### src/logic/prf_defines.vh
// constants for the paged register file address decoder
// assumes inclusion by the decoder files only; definitions only
`ifndef PRF_DEFINES_VH
`define PRF_DEFINES_VH

`define PRF_OFS_SLICE_A 8'hd6
`define PRF_OFS_SLICE_B 8'hd7
`define PRF_OFS_PAGE 8'hdf
`define PRF_RST_PAGE 8'h00
`define PRF_RST_SLICE_A 8'hc0
`define PRF_RST_SLICE_B 8'hc8
`define PRF_SET1_BASE 2'h3
`define PRF_BANK_HI 3'h7
`define PRF_COMMON_HI 4'hc
`define PRF_WR_PREFIX 4'hc
`define PRF_DISPLAY_PAGE 4'hf
`define PRF_PAGE_SRC_LSB 0
`define PRF_PAGE_DST_LSB 4
`define PRF_MODE_REG 3'h0
`define PRF_MODE_WR4 3'h1
`define PRF_MODE_IND 3'h2
`define PRF_MODE_IDX 3'h3
`define PRF_MODE_OTHER 3'h4
`define PRF_AREA_PRIME 3'h0
`define PRF_AREA_SET1 3'h1
`define PRF_AREA_SET1_BANK 3'h2
`define PRF_AREA_SET2 3'h3
`define PRF_AREA_BAD 3'h4

`endif

### src/logic/prf_slice_map.v
// working register field to full address mapping
// assumes both slice pointers come from registers on the same clock
`timescale 1ns/1ps
module prf_slice_map (
  input wire [3:0] i_field,
  input wire [7:0] i_slice_a,
  input wire [7:0] i_slice_b,
  output wire [7:0] o_addr
);
  // bit 3 picks the pointer; pointer top five bits plus field low three
  assign o_addr = i_field[3] ? {i_slice_b[7:3], i_field[2:0]} :
                  {i_slice_a[7:3], i_field[2:0]};
endmodule

### src/logic/prf_decoder.v
// paged register file address decoder with its pointer registers
// assumes a core-side register bus on i_clk; storage lives outside
//
// Function
// - page pointer at dfh selects one of up to 16 pages
// - reset clears both page nibbles to page 0
// - display data pages reached only by changing the page pointer
// - c0h-ffh is set 1, reachable on every page
// - e0h-ffh backed by two banks chosen by bank instructions
// - reset selects bank 0
// - d0h-dfh system registers, c0h-cfh common area, banks hold peripherals
// - common area c0h-cfh only via working-register addressing
// - plain register addressing of d0h-ffh always reaches set 1
// - set 2 overlays c0h-ffh, reached by indirect or indexed modes
// - set 2 exists on pages 0-9, 0-3 or 0-1 by variant
// - 00h-bfh of each page is prime area, all modes allowed
// - page 0 prime area usable right after reset
// - file seen as 32 slices of eight registers
// - slice chosen by five upper address bits
// - two slice pointers at d6h and d7h form the working block
// - reset points slices at c0h-c7h and c8h-cfh
// - slice pointers written by set-pointer or load instructions
// - working-register addressing never reaches set 2
// - each slice pointer addresses any slice independently
// - field bit 3 picks pointer; upper five plus low three bits
// - 8-bit address with upper nibble 1100b is working addressing
// - register pair: even address holds msb, odd holds lsb
`timescale 1ns/1ps
`include "prf_defines.vh"
module prf_decoder #(
  parameter PAGE_COUNT = 10,
  parameter SET2_PAGES = 10
) (
  input wire i_clk,
  input wire i_resetn,
  // core request: address, mode, direction, pair access
  input wire i_req,
  input wire [7:0] i_addr,
  input wire [2:0] i_mode,
  input wire i_write,
  input wire i_pair,
  input wire [7:0] i_wdata,
  // pointer instructions
  input wire i_sel_bank_zero,
  input wire i_sel_bank_one,
  input wire i_set_slice_a,
  input wire i_set_slice_b,
  input wire [7:0] i_slice_value,
  // decoded answer
  output reg o_valid,
  output reg o_invalid,
  output reg [2:0] o_area,
  output reg [3:0] o_page,
  output reg o_bank,
  output reg [7:0] o_phys_addr,
  output reg [7:0] o_phys_addr_lo,
  output reg [7:0] o_rdata,
  output reg o_rdata_hit,
  // pointer state for the core
  output wire [7:0] o_page_select_pointer,
  output wire [7:0] o_working_slice_pointer_a,
  output wire [7:0] o_working_slice_pointer_b,
  output wire o_bank_sel
);

  ////////////////////////////////////////////////////////////////////////
  // decode helpers

  function is_set1;
    input [7:0] a;
    begin
      is_set1 = (a[7:6] == `PRF_SET1_BASE);
    end
  endfunction

  function is_hit;
    input [7:0] a;
    input [7:0] ofs;
    begin
      is_hit = (a == ofs);
    end
  endfunction

  // prime area exists on the general pages and on the display page
  function prime_page_ok;
    input [3:0] p;
    begin
      prime_page_ok = ({1'b0, p} < PAGE_COUNT[4:0]) ||
                      (p == `PRF_DISPLAY_PAGE);
    end
  endfunction

  ////////////////////////////////////////////////////////////////////////
  // pointer registers

  reg [7:0] page_select_pointer_reg;
  reg [7:0] working_slice_pointer_a_reg;
  reg [7:0] working_slice_pointer_b_reg;
  reg bank_reg;
  reg [7:0] page_select_pointer_next;
  reg [7:0] working_slice_pointer_a_next;
  reg [7:0] working_slice_pointer_b_next;
  reg bank_next;

  wire [7:0] wr_addr;
  wire [7:0] eff_addr;
  wire wr_mode;
  wire reg_write;
  wire ptr_access;

  // 8-bit address with prefix 1100b behaves as a 4-bit working field,
  // so a register-mode c0h-cfh address reaches the common area only through the slice pointers
  assign wr_mode = (i_mode == `PRF_MODE_WR4) ||
                   ((i_mode == `PRF_MODE_REG) &&
                    (i_addr[7:4] == `PRF_WR_PREFIX));

  prf_slice_map u_map (
    .i_field(i_addr[3:0]),
    .i_slice_a(working_slice_pointer_a_reg),
    .i_slice_b(working_slice_pointer_b_reg),
    .o_addr(wr_addr)
  );

  assign eff_addr = wr_mode ? wr_addr : i_addr;
  // pointer registers sit in set 1, so only set 1 style accesses hit them
  assign ptr_access = wr_mode || (i_mode == `PRF_MODE_REG);
  assign reg_write = i_req && i_write && ptr_access;

  always @* begin
    page_select_pointer_next = page_select_pointer_reg;
    working_slice_pointer_a_next = working_slice_pointer_a_reg;
    working_slice_pointer_b_next = working_slice_pointer_b_reg;
    bank_next = bank_reg;
    if (i_sel_bank_zero) begin
      bank_next = 1'b0;
    end else if (i_sel_bank_one) begin
      bank_next = 1'b1;
    end
    if (reg_write && is_hit(eff_addr, `PRF_OFS_PAGE)) begin
      page_select_pointer_next = i_wdata;
    end
    if (reg_write && is_hit(eff_addr, `PRF_OFS_SLICE_A)) begin
      working_slice_pointer_a_next = i_wdata;
    end
    if (reg_write && is_hit(eff_addr, `PRF_OFS_SLICE_B)) begin
      working_slice_pointer_b_next = i_wdata;
    end
    // set-pointer instruction wins over a same-cycle load
    if (i_set_slice_a) begin
      working_slice_pointer_a_next = i_slice_value;
    end
    if (i_set_slice_b) begin
      working_slice_pointer_b_next = i_slice_value;
    end
  end

  always @(posedge i_clk) begin
    if (!i_resetn) begin
      page_select_pointer_reg <= `PRF_RST_PAGE;
      working_slice_pointer_a_reg <= `PRF_RST_SLICE_A;
      working_slice_pointer_b_reg <= `PRF_RST_SLICE_B;
      bank_reg <= 1'b0;
    end else begin
      page_select_pointer_reg <= page_select_pointer_next;
      working_slice_pointer_a_reg <= working_slice_pointer_a_next;
      working_slice_pointer_b_reg <= working_slice_pointer_b_next;
      bank_reg <= bank_next;
    end
  end

  assign o_page_select_pointer = page_select_pointer_reg;
  assign o_working_slice_pointer_a = working_slice_pointer_a_reg;
  assign o_working_slice_pointer_b = working_slice_pointer_b_reg;
  assign o_bank_sel = bank_reg;

  ////////////////////////////////////////////////////////////////////////
  // area classification

  reg [2:0] area_c;
  reg bad_c;
  reg [3:0] page_c;
  reg [7:0] addr_c;

  always @* begin
    area_c = `PRF_AREA_PRIME;
    bad_c = 1'b0;
    addr_c = eff_addr;
    // reads page by source nibble, writes by destination nibble
    page_c = i_write ? page_select_pointer_reg[`PRF_PAGE_DST_LSB +: 4] :
             page_select_pointer_reg[`PRF_PAGE_SRC_LSB +: 4];
    if (i_pair) begin
      addr_c = {eff_addr[7:1], 1'b0};
    end
    if (!is_set1(addr_c)) begin
      area_c = `PRF_AREA_PRIME;
      // only pages that exist hold a prime area
      if (!prime_page_ok(page_c)) begin
        bad_c = 1'b1;
      end
    end else begin
      case (i_mode)
        `PRF_MODE_REG, `PRF_MODE_WR4: begin
          // working addressing never reaches set 2; set 1 ignores the page
          area_c = (addr_c[7:5] == `PRF_BANK_HI) ?
                   `PRF_AREA_SET1_BANK : `PRF_AREA_SET1;
        end
        `PRF_MODE_IND, `PRF_MODE_IDX: begin
          area_c = `PRF_AREA_SET2;
          if ({1'b0, page_c} >= SET2_PAGES[4:0]) begin
            bad_c = 1'b1;
          end
        end
        default: begin
          // other modes cannot reach either upper set
          area_c = `PRF_AREA_BAD;
          bad_c = 1'b1;
        end
      endcase
    end
  end

  ////////////////////////////////////////////////////////////////////////
  // registered answer, one cycle after the request

  always @(posedge i_clk) begin
    if (!i_resetn) begin
      o_valid <= 1'b0;
      o_invalid <= 1'b0;
      o_area <= `PRF_AREA_PRIME;
      o_page <= 4'h0;
      o_bank <= 1'b0;
      o_phys_addr <= 8'h00;
      o_phys_addr_lo <= 8'h00;
      o_rdata <= 8'h00;
      o_rdata_hit <= 1'b0;
    end else begin
      o_valid <= i_req;
      o_invalid <= i_req && bad_c;
      o_area <= area_c;
      // set 1 is page independent, so report page 0 for it
      o_page <= (area_c == `PRF_AREA_SET1 ||
                 area_c == `PRF_AREA_SET1_BANK) ? 4'h0 : page_c;
      o_bank <= bank_reg;
      o_phys_addr <= addr_c;
      o_phys_addr_lo <= {addr_c[7:1], 1'b1};
      // pointer reads use the same access modes as pointer writes
      o_rdata_hit <= i_req && !i_write && ptr_access &&
                     (is_hit(addr_c, `PRF_OFS_PAGE) ||
                      is_hit(addr_c, `PRF_OFS_SLICE_A) ||
                      is_hit(addr_c, `PRF_OFS_SLICE_B));
      if (is_hit(addr_c, `PRF_OFS_PAGE)) begin
        o_rdata <= page_select_pointer_reg;
      end else if (is_hit(addr_c, `PRF_OFS_SLICE_A)) begin
        o_rdata <= working_slice_pointer_a_reg;
      end else if (is_hit(addr_c, `PRF_OFS_SLICE_B)) begin
        o_rdata <= working_slice_pointer_b_reg;
      end else begin
        o_rdata <= 8'h00;
      end
    end
  end

endmodule

### config.mk
export PLATFORM = sky130hd
export DESIGN_NAME = prf_decoder
export DESIGN_NICKNAME = d
export VERILOG_FILES = /design/src/logic/prf_slice_map.v /design/src/logic/prf_decoder.v
export VERILOG_INCLUDE_DIRS = /design/src /design/src/logic
export SDC_FILE = /design/constraint.sdc
export NUM_CORES = 1
export LEC_CHECK = 0
export ABC_CLOCK_PERIOD_IN_PS = 2850
export BUFFER_PORTS_ARGS = -buffer_cell sky130_fd_sc_hd__buf_2
export CAP_MARGIN = 5
export CORE_ASPECT_RATIO = 0.8
export CORE_MARGIN = 4
export CORE_UTILIZATION = 45
export CTS_CLUSTER_DIAMETER = 120
export DETAILED_ROUTE_END_ITERATION = 8
export PLACE_DENSITY = 0.75
export SLEW_MARGIN = 10
export SYNTH_ARGS = -nofsm -noshare
export SYNTH_HDL_FRONTEND = slang
export SYNTH_SLANG_ARGS = --single-unit
### constraint.sdc
create_clock -name i_clk -period 2.85 [get_ports i_clk]
set_input_delay 0.285 -clock i_clk [delete_from_list [all_inputs] [get_ports i_clk]]
set_output_delay 0.285 -clock i_clk [all_outputs]
set_load 0.01 [all_outputs]
==> results by group, run 1 <==
Run status
  • Run status: finished clean

GRT
  • Vias in the first global route: 2027
  • GRT overflow: 0
  • Initial antenna violation count: 0
  • First-pass GRT wire length: 10200 um
  • Pin count of the biggest net entering global routing: 19
  • Gr usage total: 0.194

Clock network
  • H-Tree Depth: 2
  • Num CTS Buffers: 5
  • Clk_lat worst skew: 0.30 ns
  • Max Root-Sink Buffers: 2
  • TritonCTS clock tree: done
  • Root Buffer: clkbuf_8
  • PostCTS Resize Cnt: 0
  • Clock sinks: 53
  • CTS clock-pin slew for the worst setup and hold paths: 0.09 ns
  • # hold bufs at CTS: 0
  • Setup bufs post-CTS: 0

Route
  • Post-DR wirelength/cell: 16.3 um
  • Initial DRC Count: 110
  • Vias per cell: 5.45
  • ANT nets after route: 0
  • Detailed Route WL: 6240 um
  • DRT Pass-1 Iters: 4
  • Post-route DRC: 0
  • Vias: 2082

Setup path
  • Crit path arrival time: 2.22 ns
  • WS Path Type: register to register
  • Critical path required time: 3.03 ns
  • Setup crit start kind: register
  • CP max FO: 8
  • Crit. End Element: register

Pwr
  • Share of total power in combinational logic: 0.159
  • Reg power frac: 0.551
  • Maximum VDD drop: 0.256 mV
  • Power density over the cells: 486 nW/um2
  • Pwr Total: 1.43 mW
  • Int Pwr: 1.04 mW
  • Clock Power Share: 0.291
  • NetSw: 0.394 mW
  • Pleak: 1.39 nW
  • Switching part of the total power: 0.275

Yosys
  • Synth warn: 0
  • Number of synthesized register bits: 53
  • Asr flop ratio synth: 0
  • Post-synth cell types: 44
  • Syn avg cell area: 10.4 um2
  • Post-synth EDFFs: 0
  • Primary FF master, synth: dfxtp_1
  • Mapped Nets: 271
  • Register area share after synthesis: 0.436
  • Mapped Area: 2430 um2
  • Synth Instances: 235

Layout
  • Ant diodes: 0
  • Area growth syn-to-layout: 21.3%
  • Layout Cells excl Fill: 382
  • Proportion of layout cells with a drive suffix above 1: 0.406
  • Cell area after layout: 2950 um2
  • Fin nets: 355
  • Post-layout util: 0.576

Placed design
  • # port buffers: 95
  • Placed Area: 2860 um2
  • Cells after DPL: 374
  • DP HPWL: 4810 um
  • Placer Congestion: 0.829

Floorplan
  • Num ports: 96
  • Die X: 90.2 um
  • Initial Util: 0.475
  • CORE AREA: 5120 um2
  • FP Rows: 23
  • Die height: 73.8 um
  • Area of the die: 6650 um2

Timing
  • Final setup TNS: 0 ns
  • Tmin final: 2.03 ns
  • Relative slew slack: 0.591
  • Max-slew violation count: 0
  • Slew at the pin with the worst max-slew slack: 0.614 ns
  • Final setup vio count: 0
  • RSZ-0062 raised after global routing: false
  • Final Skew: 0.00903 ns
  • FMAX: 492 MHz
  • Fin crit share: 0.714
  • Hold Violations, Final: 0

Min path
  • Hold Path Class: primary input to register

Flow run
  • Max-cap check violation count: 0
per-layer routing:
metal  share of wire  vias to the layer above  track usage  wire length [um]
li1                -                     1001            -                 -
met1            0.48                      978        0.269              2990
met2            0.42                       97        0.296              2630
met3           0.089                        6       0.0573               558
met4           0.010                        0       0.0526                63
met5               0                        -            0                 0
critical path, cell delays in order, from the launching register on:
cell and delay [ns]:
dfxtp_1 0.35, mux2i_1 0.29, a2bb2oi_2 0.41, and4b_1 0.56, mux2i_1 0.24, nor2_1 0.06
placed cells by master (no fill, tap or decap), types with 2 or more instances in the layout:
master      netlist  final
nor2_1           32     32
nand2_1          12     12
nor2_2            5      5
a41o_4            2      2
o21a_1            3      3
buf_2             1     95
mux2i_1          39     39
nand3_1           4      4
dfxtp_1          53     53
o2bb2ai_1         8      8
a211oi_1          3      3
a211oi_2         11     11
nor3_1            3      3
inv_1             3      3
and2_1            4      4
a21oi_1           3      3
o21ai_0           4      4
clkinvlp_4        0      2
nand4_1           2      2
clkbuf_8          0      5
mux2_2            5      5
state kept, by name, summed over array words and instances (netlist names):
register and flops:
o_area 3, o_rdata_hit 1, o_working_slice_pointer_a 8, o_bank 1, o_page 4, o_invalid 1, o_page_select_pointer 8, o_phys_addr_lo 1
o_working_slice_pointer_b 8, o_bank_sel 1, o_rdata 8, o_valid 1, o_phys_addr 8
cells by family (layout without fill, tap and decap cells):
logic type	Yosys count	after routing	share of synthesized area
multiplexers	45	45	0.188
buffers and inverters	23	108	0.0592
AND/OR/NAND/NOR	71	71	0.144
flip-flops	53	53	0.436
AO/OA/AOI/OAI	43	43	0.173
through the flow:
| stage | setup WS (ns) | hold slack [ns] |
|---|---|---|
| after floorplan | 1.03 | 0.313 |
| after global placement | 0.672 | 0.450 |
| after detailed placement | 0.620 | 0.457 |
| after CTS | 0.825 | 0.136 |
| after global routing | 0.662 | 0.138 |
| final | 0.816 | 0.141 |
Yosys cell counts (4+ instances only):
library cell / count / area [um2]
mux2_2: 5 / 56.3
o21ai_0: 4 / 20.0
nor2_1: 32 / 120
nand2_1: 12 / 45.0
o2bb2ai_1: 8 / 70.1
mux2i_1: 39 / 390
dfxtp_1: 53 / 1060
buf_4: 8 / 60.1
and2_1: 4 / 25.0
a211oi_2: 11 / 138
nor2_2: 5 / 31.3
clkbuf_1: 5 / 18.8
nand3_1: 4 / 20.0
power groups by stage:
stage / Sequential (mW) / Combinational (mW) / Clock (mW)
6_report: 0.789 / 0.228 / 0.416
5_1_grt: 0.795 / 0.249 / 0.452
2_1_floorplan: 0.817 / 0.135 / 0
3_5_place_dp: 0.807 / 0.227 / 0
3_3_place_gp: 0.806 / 0.223 / 0
4_1_cts: 0.789 / 0.228 / 0.426
worst paths after layout:
kind / start / endpoint / slack [ns] / depth (start not counted)
worst max-delay path: o_working_slice_pointer_b[5] / o_page_select_pointer[4] / 0.82 / 5
worst min-delay path: i_sel_bank_zero / o_bank_sel / 0.14 / 2
worst max register to register: o_working_slice_pointer_b[5] / o_page_select_pointer[4] / 0.82 / 5
worst min register to register: o_bank_sel / o_bank / 0.49 / 1
final cells by class:
type                       count  area, um2
fill                         491       2170
multi-input combinational    159       1230
sequential                    53       1060
timing repair buffer          96        483
tap                           62       77.6
clock buffer                   6       72.6
clock inverter                 2       15.0
inverter                       4       15.0
(Power assumes the default switching activity.)
==> run 2: changes to the inputs <==
--- a/config.mk
+++ b/config.mk
@@ -6,15 +6,15 @@
 export SDC_FILE = /design/constraint.sdc
 export NUM_CORES = 1
 export LEC_CHECK = 0
-export ABC_CLOCK_PERIOD_IN_PS = 2850
+export ABC_CLOCK_PERIOD_IN_PS = 1700
 export BUFFER_PORTS_ARGS = -buffer_cell sky130_fd_sc_hd__buf_2
 export CAP_MARGIN = 5
 export CORE_ASPECT_RATIO = 0.8
 export CORE_MARGIN = 4
-export CORE_UTILIZATION = 45
+export CORE_UTILIZATION = 44
 export CTS_CLUSTER_DIAMETER = 120
 export DETAILED_ROUTE_END_ITERATION = 8
-export PLACE_DENSITY = 0.75
+export PLACE_DENSITY = 0.76
 export SLEW_MARGIN = 10
 export SYNTH_ARGS = -nofsm -noshare
 export SYNTH_HDL_FRONTEND = slang
==> constraint.sdc (replaced) <==
create_clock -name i_clk -period 1.7 [get_ports i_clk]
set_input_delay 0.17 -clock i_clk [delete_from_list [all_inputs] [get_ports i_clk]]
set_output_delay 0.17 -clock i_clk [all_outputs]
set_load 0.01 [all_outputs]
==> run 2 against run 1 <==
Clock power rose by 82%; fmax up 22%; global-route usage increased by 0.49 points; register-to-register slack worse by 0.78 ns; cell count grew 10%; sequential power rose by 66%; worst setup slack worse by 0.78 ns; first-iteration DRC count rose by 29%; hold slack worse by 0.077 ns; critical path depth rose by 1.
==> results by group, run 2 (synthesized netlist as in run 1, its figures left out) <==
Floorplan
  • Area of the die: 6790 um2 (was 6650 um2)
  • CORE AREA: 5180 um2 (was 5120 um2)
  • FP Rows: 23 (unchanged)
  • Die X: 91.1 um (was 90.2 um)
  • Die height: 74.5 um (was 73.8 um)
  • Initial Util: 0.470 (was 0.475)
  • Num ports: 96 (unchanged)

Timing
  • Worst hold slack: 0.0645 ns (was 0.141 ns)
  • Max-slew violation count: 0 (unchanged)
  • Hold Violations, Final: 0 (unchanged)
  • RSZ-0062 raised after global routing: false (unchanged)
  • Final Skew: 0.00437 ns (was 0.00903 ns)
  • Fin crit share: 0.977 (was 0.714)
  • Final WS setup: 0.0389 ns (was 0.816 ns)
  • Final setup TNS: 0 ns (unchanged)
  • Final setup vio count: 0 (unchanged)
  • FMAX: 602 MHz (was 492 MHz)
  • Tmin final: 1.66 ns (was 2.03 ns)
  • Slew at the pin with the worst max-slew slack: 0.525 ns (was 0.614 ns)
  • Relative slew slack: 0.647 (was 0.591)

Layout
  • Fin nets: 394 (was 355)
  • Commonest non-fill, non-tap cell in the layout: buf_2 (unchanged)
  • Commonest cells after routing, fill and taps aside: 95 x buf_2, 53 x dfxtp_1, 38 x mux2i_1 (was 95 x buf_2, 53 x dfxtp_1, 39 x mux2i_1)
  • Post-layout util: 0.635 (was 0.576)
  • Area of the multi-input gates: 1280 um2 (was 1230 um2)
  • Flip-flop and latch area: 1060 um2 (unchanged)
  • Area growth syn-to-layout: 35.2% (was 21.3%)
  • Proportion of layout cells with a drive suffix above 1: 0.479 (was 0.406)
  • Fill cells: 457 (was 491)
  • Ant diodes: 0 (unchanged)
  • Layout Cells excl Fill: 421 (was 382)

Clock network
  • Clk_lat worst skew: 0.32 ns (was 0.30 ns)
  • Root Buffer: clkbuf_8 (unchanged)
  • TritonCTS clock tree: done (unchanged)
  • H-Tree Depth: 2 (unchanged)
  • CTS clock-pin slew for the worst setup and hold paths: 0.10 ns (was 0.09 ns)
  • Clock sinks: 53 (unchanged)
  • Max Root-Sink Buffers: 2 (unchanged)
  • Num CTS Buffers: 5 (unchanged)

Setup path
  • Reg-to-reg slack, setup: 0.04 ns (was 0.82 ns)
  • Critical-path cell list: mux2i_2 > a2bb2oi_4 > buf_4 > a41o_2 > nor2_1 > a211oi_2 (was mux2i_1 > a2bb2oi_2 > and4b_1 > mux2i_1 > nor2_1)
  • Setup crit start kind: register (unchanged)
  • Worst R2R End: o_working_slice_pointer_b[0] (was o_page_select_pointer[4])
  • Worst r2r src: o_working_slice_pointer_b[5] (unchanged)
  • CP max FO: 7 (was 8)
  • Slowest stage delay, CP: 0.34 ns (was 0.56 ns)
  • WS Path Type: register to register (unchanged)
  • Largest delay share family, worst path: compound AO/OA/AOI/OAI gates (was simple AND/OR/NAND/NOR gates)
  • Reg2Reg Depth: 6 (was 5)
  • Crit-path slowest cell: dfxtp_1 (was and4b_1)
  • Worst path bufs/invs: 1 (was 0)
  • Crit path arrival time: 1.90 ns (was 2.22 ns)
  • Critical path required time: 1.94 ns (was 3.03 ns)
  • Crit. End Element: register (unchanged)

Min path
  • Hold endpoint: o_phys_addr[1] (was o_bank_sel)
  • Hold_sp: i_addr[1] (was i_sel_bank_zero)
  • Hold Path Class: primary input to register (unchanged)
  • Hold path depth: 2 (unchanged)

Flow run
  • Max-cap check violation count: 0 (unchanged)

Run status
  • Run status: finished clean (unchanged)

Placed design
  • Cells after DPL: 409 (was 374)
  • Place WS: -0.0551 ns (was 0.620 ns)
  • DP HPWL: 5130 um (was 4810 um)
  • # port buffers: 95 (unchanged)
  • Placer Congestion: 0.888 (was 0.829)

Pwr
  • Reg power frac: 0.514 (was 0.551)
  • NetSw: 0.739 mW (was 0.394 mW)
  • Int Pwr: 1.81 mW (was 1.04 mW)
  • Clock Power Share: 0.297 (was 0.291)
  • Pleak: 1.59 nW (was 1.39 nW)
  • Power density over the cells: 776 nW/um2 (was 486 nW/um2)
  • Share of total power in combinational logic: 0.189 (was 0.159)
  • Switching part of the total power: 0.289 (was 0.275)
  • Maximum VDD drop: 0.556 mV (was 0.256 mV)

Route
  • Post-DR wirelength/cell: 16.5 um (was 16.3 um)
  • Vias per cell: 5.45 (about the same)
  • Vias: 2295 (was 2082)
  • ANT nets after route: 0 (unchanged)
  • Initial DRC Count: 142 (was 110)
  • DRT Pass-1 Iters: 4 (unchanged)
  • Detailed Route WL: 6950 um (was 6240 um)
  • Post-route DRC: 0 (unchanged)

GRT
  • Gr usage total: 0.199 (was 0.194)
  • First-pass GRT wire length: 10600 um (was 10200 um)
  • Initial antenna violation count: 0 (unchanged)
  • GRT overflow: 0 (unchanged)
  • Pin count of the biggest net entering global routing: 21 (was 19)
  • Vias in the first global route: 2097 (was 2027)
run 2: worst max path at each step:
stage	depth (start not counted)	slack [ns]	startpoint	endpoint
2_1_floorplan	8	0.01	i_addr[7]	o_page_select_pointer[3]
3_3_place_gp	8	-0.04	i_addr[7]	o_page_select_pointer[2]
3_5_place_dp	6	-0.06	i_addr[3]	o_working_slice_pointer_b[0]
4_1_cts	7	0.01	o_working_slice_pointer_a[7]	o_page_select_pointer[0]
5_1_grt	6	0.02	o_working_slice_pointer_a[5]	o_working_slice_pointer_b[1]
6_report	6	0.04	o_working_slice_pointer_b[5]	o_working_slice_pointer_b[0]
run 2: cell type report:
| type | count | area share |
|---|---|---|
| sequential | 53 | 0.323 |
| tap | 62 | 0.0236 |
| timing repair buffer | 133 | 0.232 |
| multi-input combinational | 161 | 0.388 |
| inverter | 4 | 0.00456 |
| clock inverter | 3 | 0.00799 |
| clock buffer | 5 | 0.0209 |
run 2: power by group through the flow:
stage / combinational [mW] / sequential [mW] / clock (mW)
after floorplan: 0.226 / 1.37 / 0
after global placement: 0.450 / 1.34 / 0
after detailed placement: 0.455 / 1.34 / 0
after CTS: 0.459 / 1.31 / 0.760
after global routing: 0.521 / 1.32 / 0.838
final: 0.483 / 1.31 / 0.758
run 2: timing repair:
item | 4_1_cts | 5_1_grt
hold buffers | 1 | 0
setup buffers | 0 | 1
resized for setup | 0 | 6
endpoints found under the hold margin | 1 | 0
setup endpoints to repair | 0 | 33
run 2: per-layer routing:
metal,vias up,GRT usage,part of all wire
met1,1074,0.291,0.47
met3,9,0.0597,0.10
met5,-,0,0
met4,0,0.0569,0.013
li1,1097,-,-
met2,115,0.285,0.42
run 2: per-stage QoR:
| stage | instance area [um2] | power, mW |
|---|---|---|
| after detailed placement | 3130 | 1.79 |
| after global routing | 3290 | 2.68 |
| after floorplan | 2440 | 1.59 |
| final | 3290 | 2.55 |
| after global placement | 3130 | 1.79 |
| after CTS | 3230 | 2.53 |
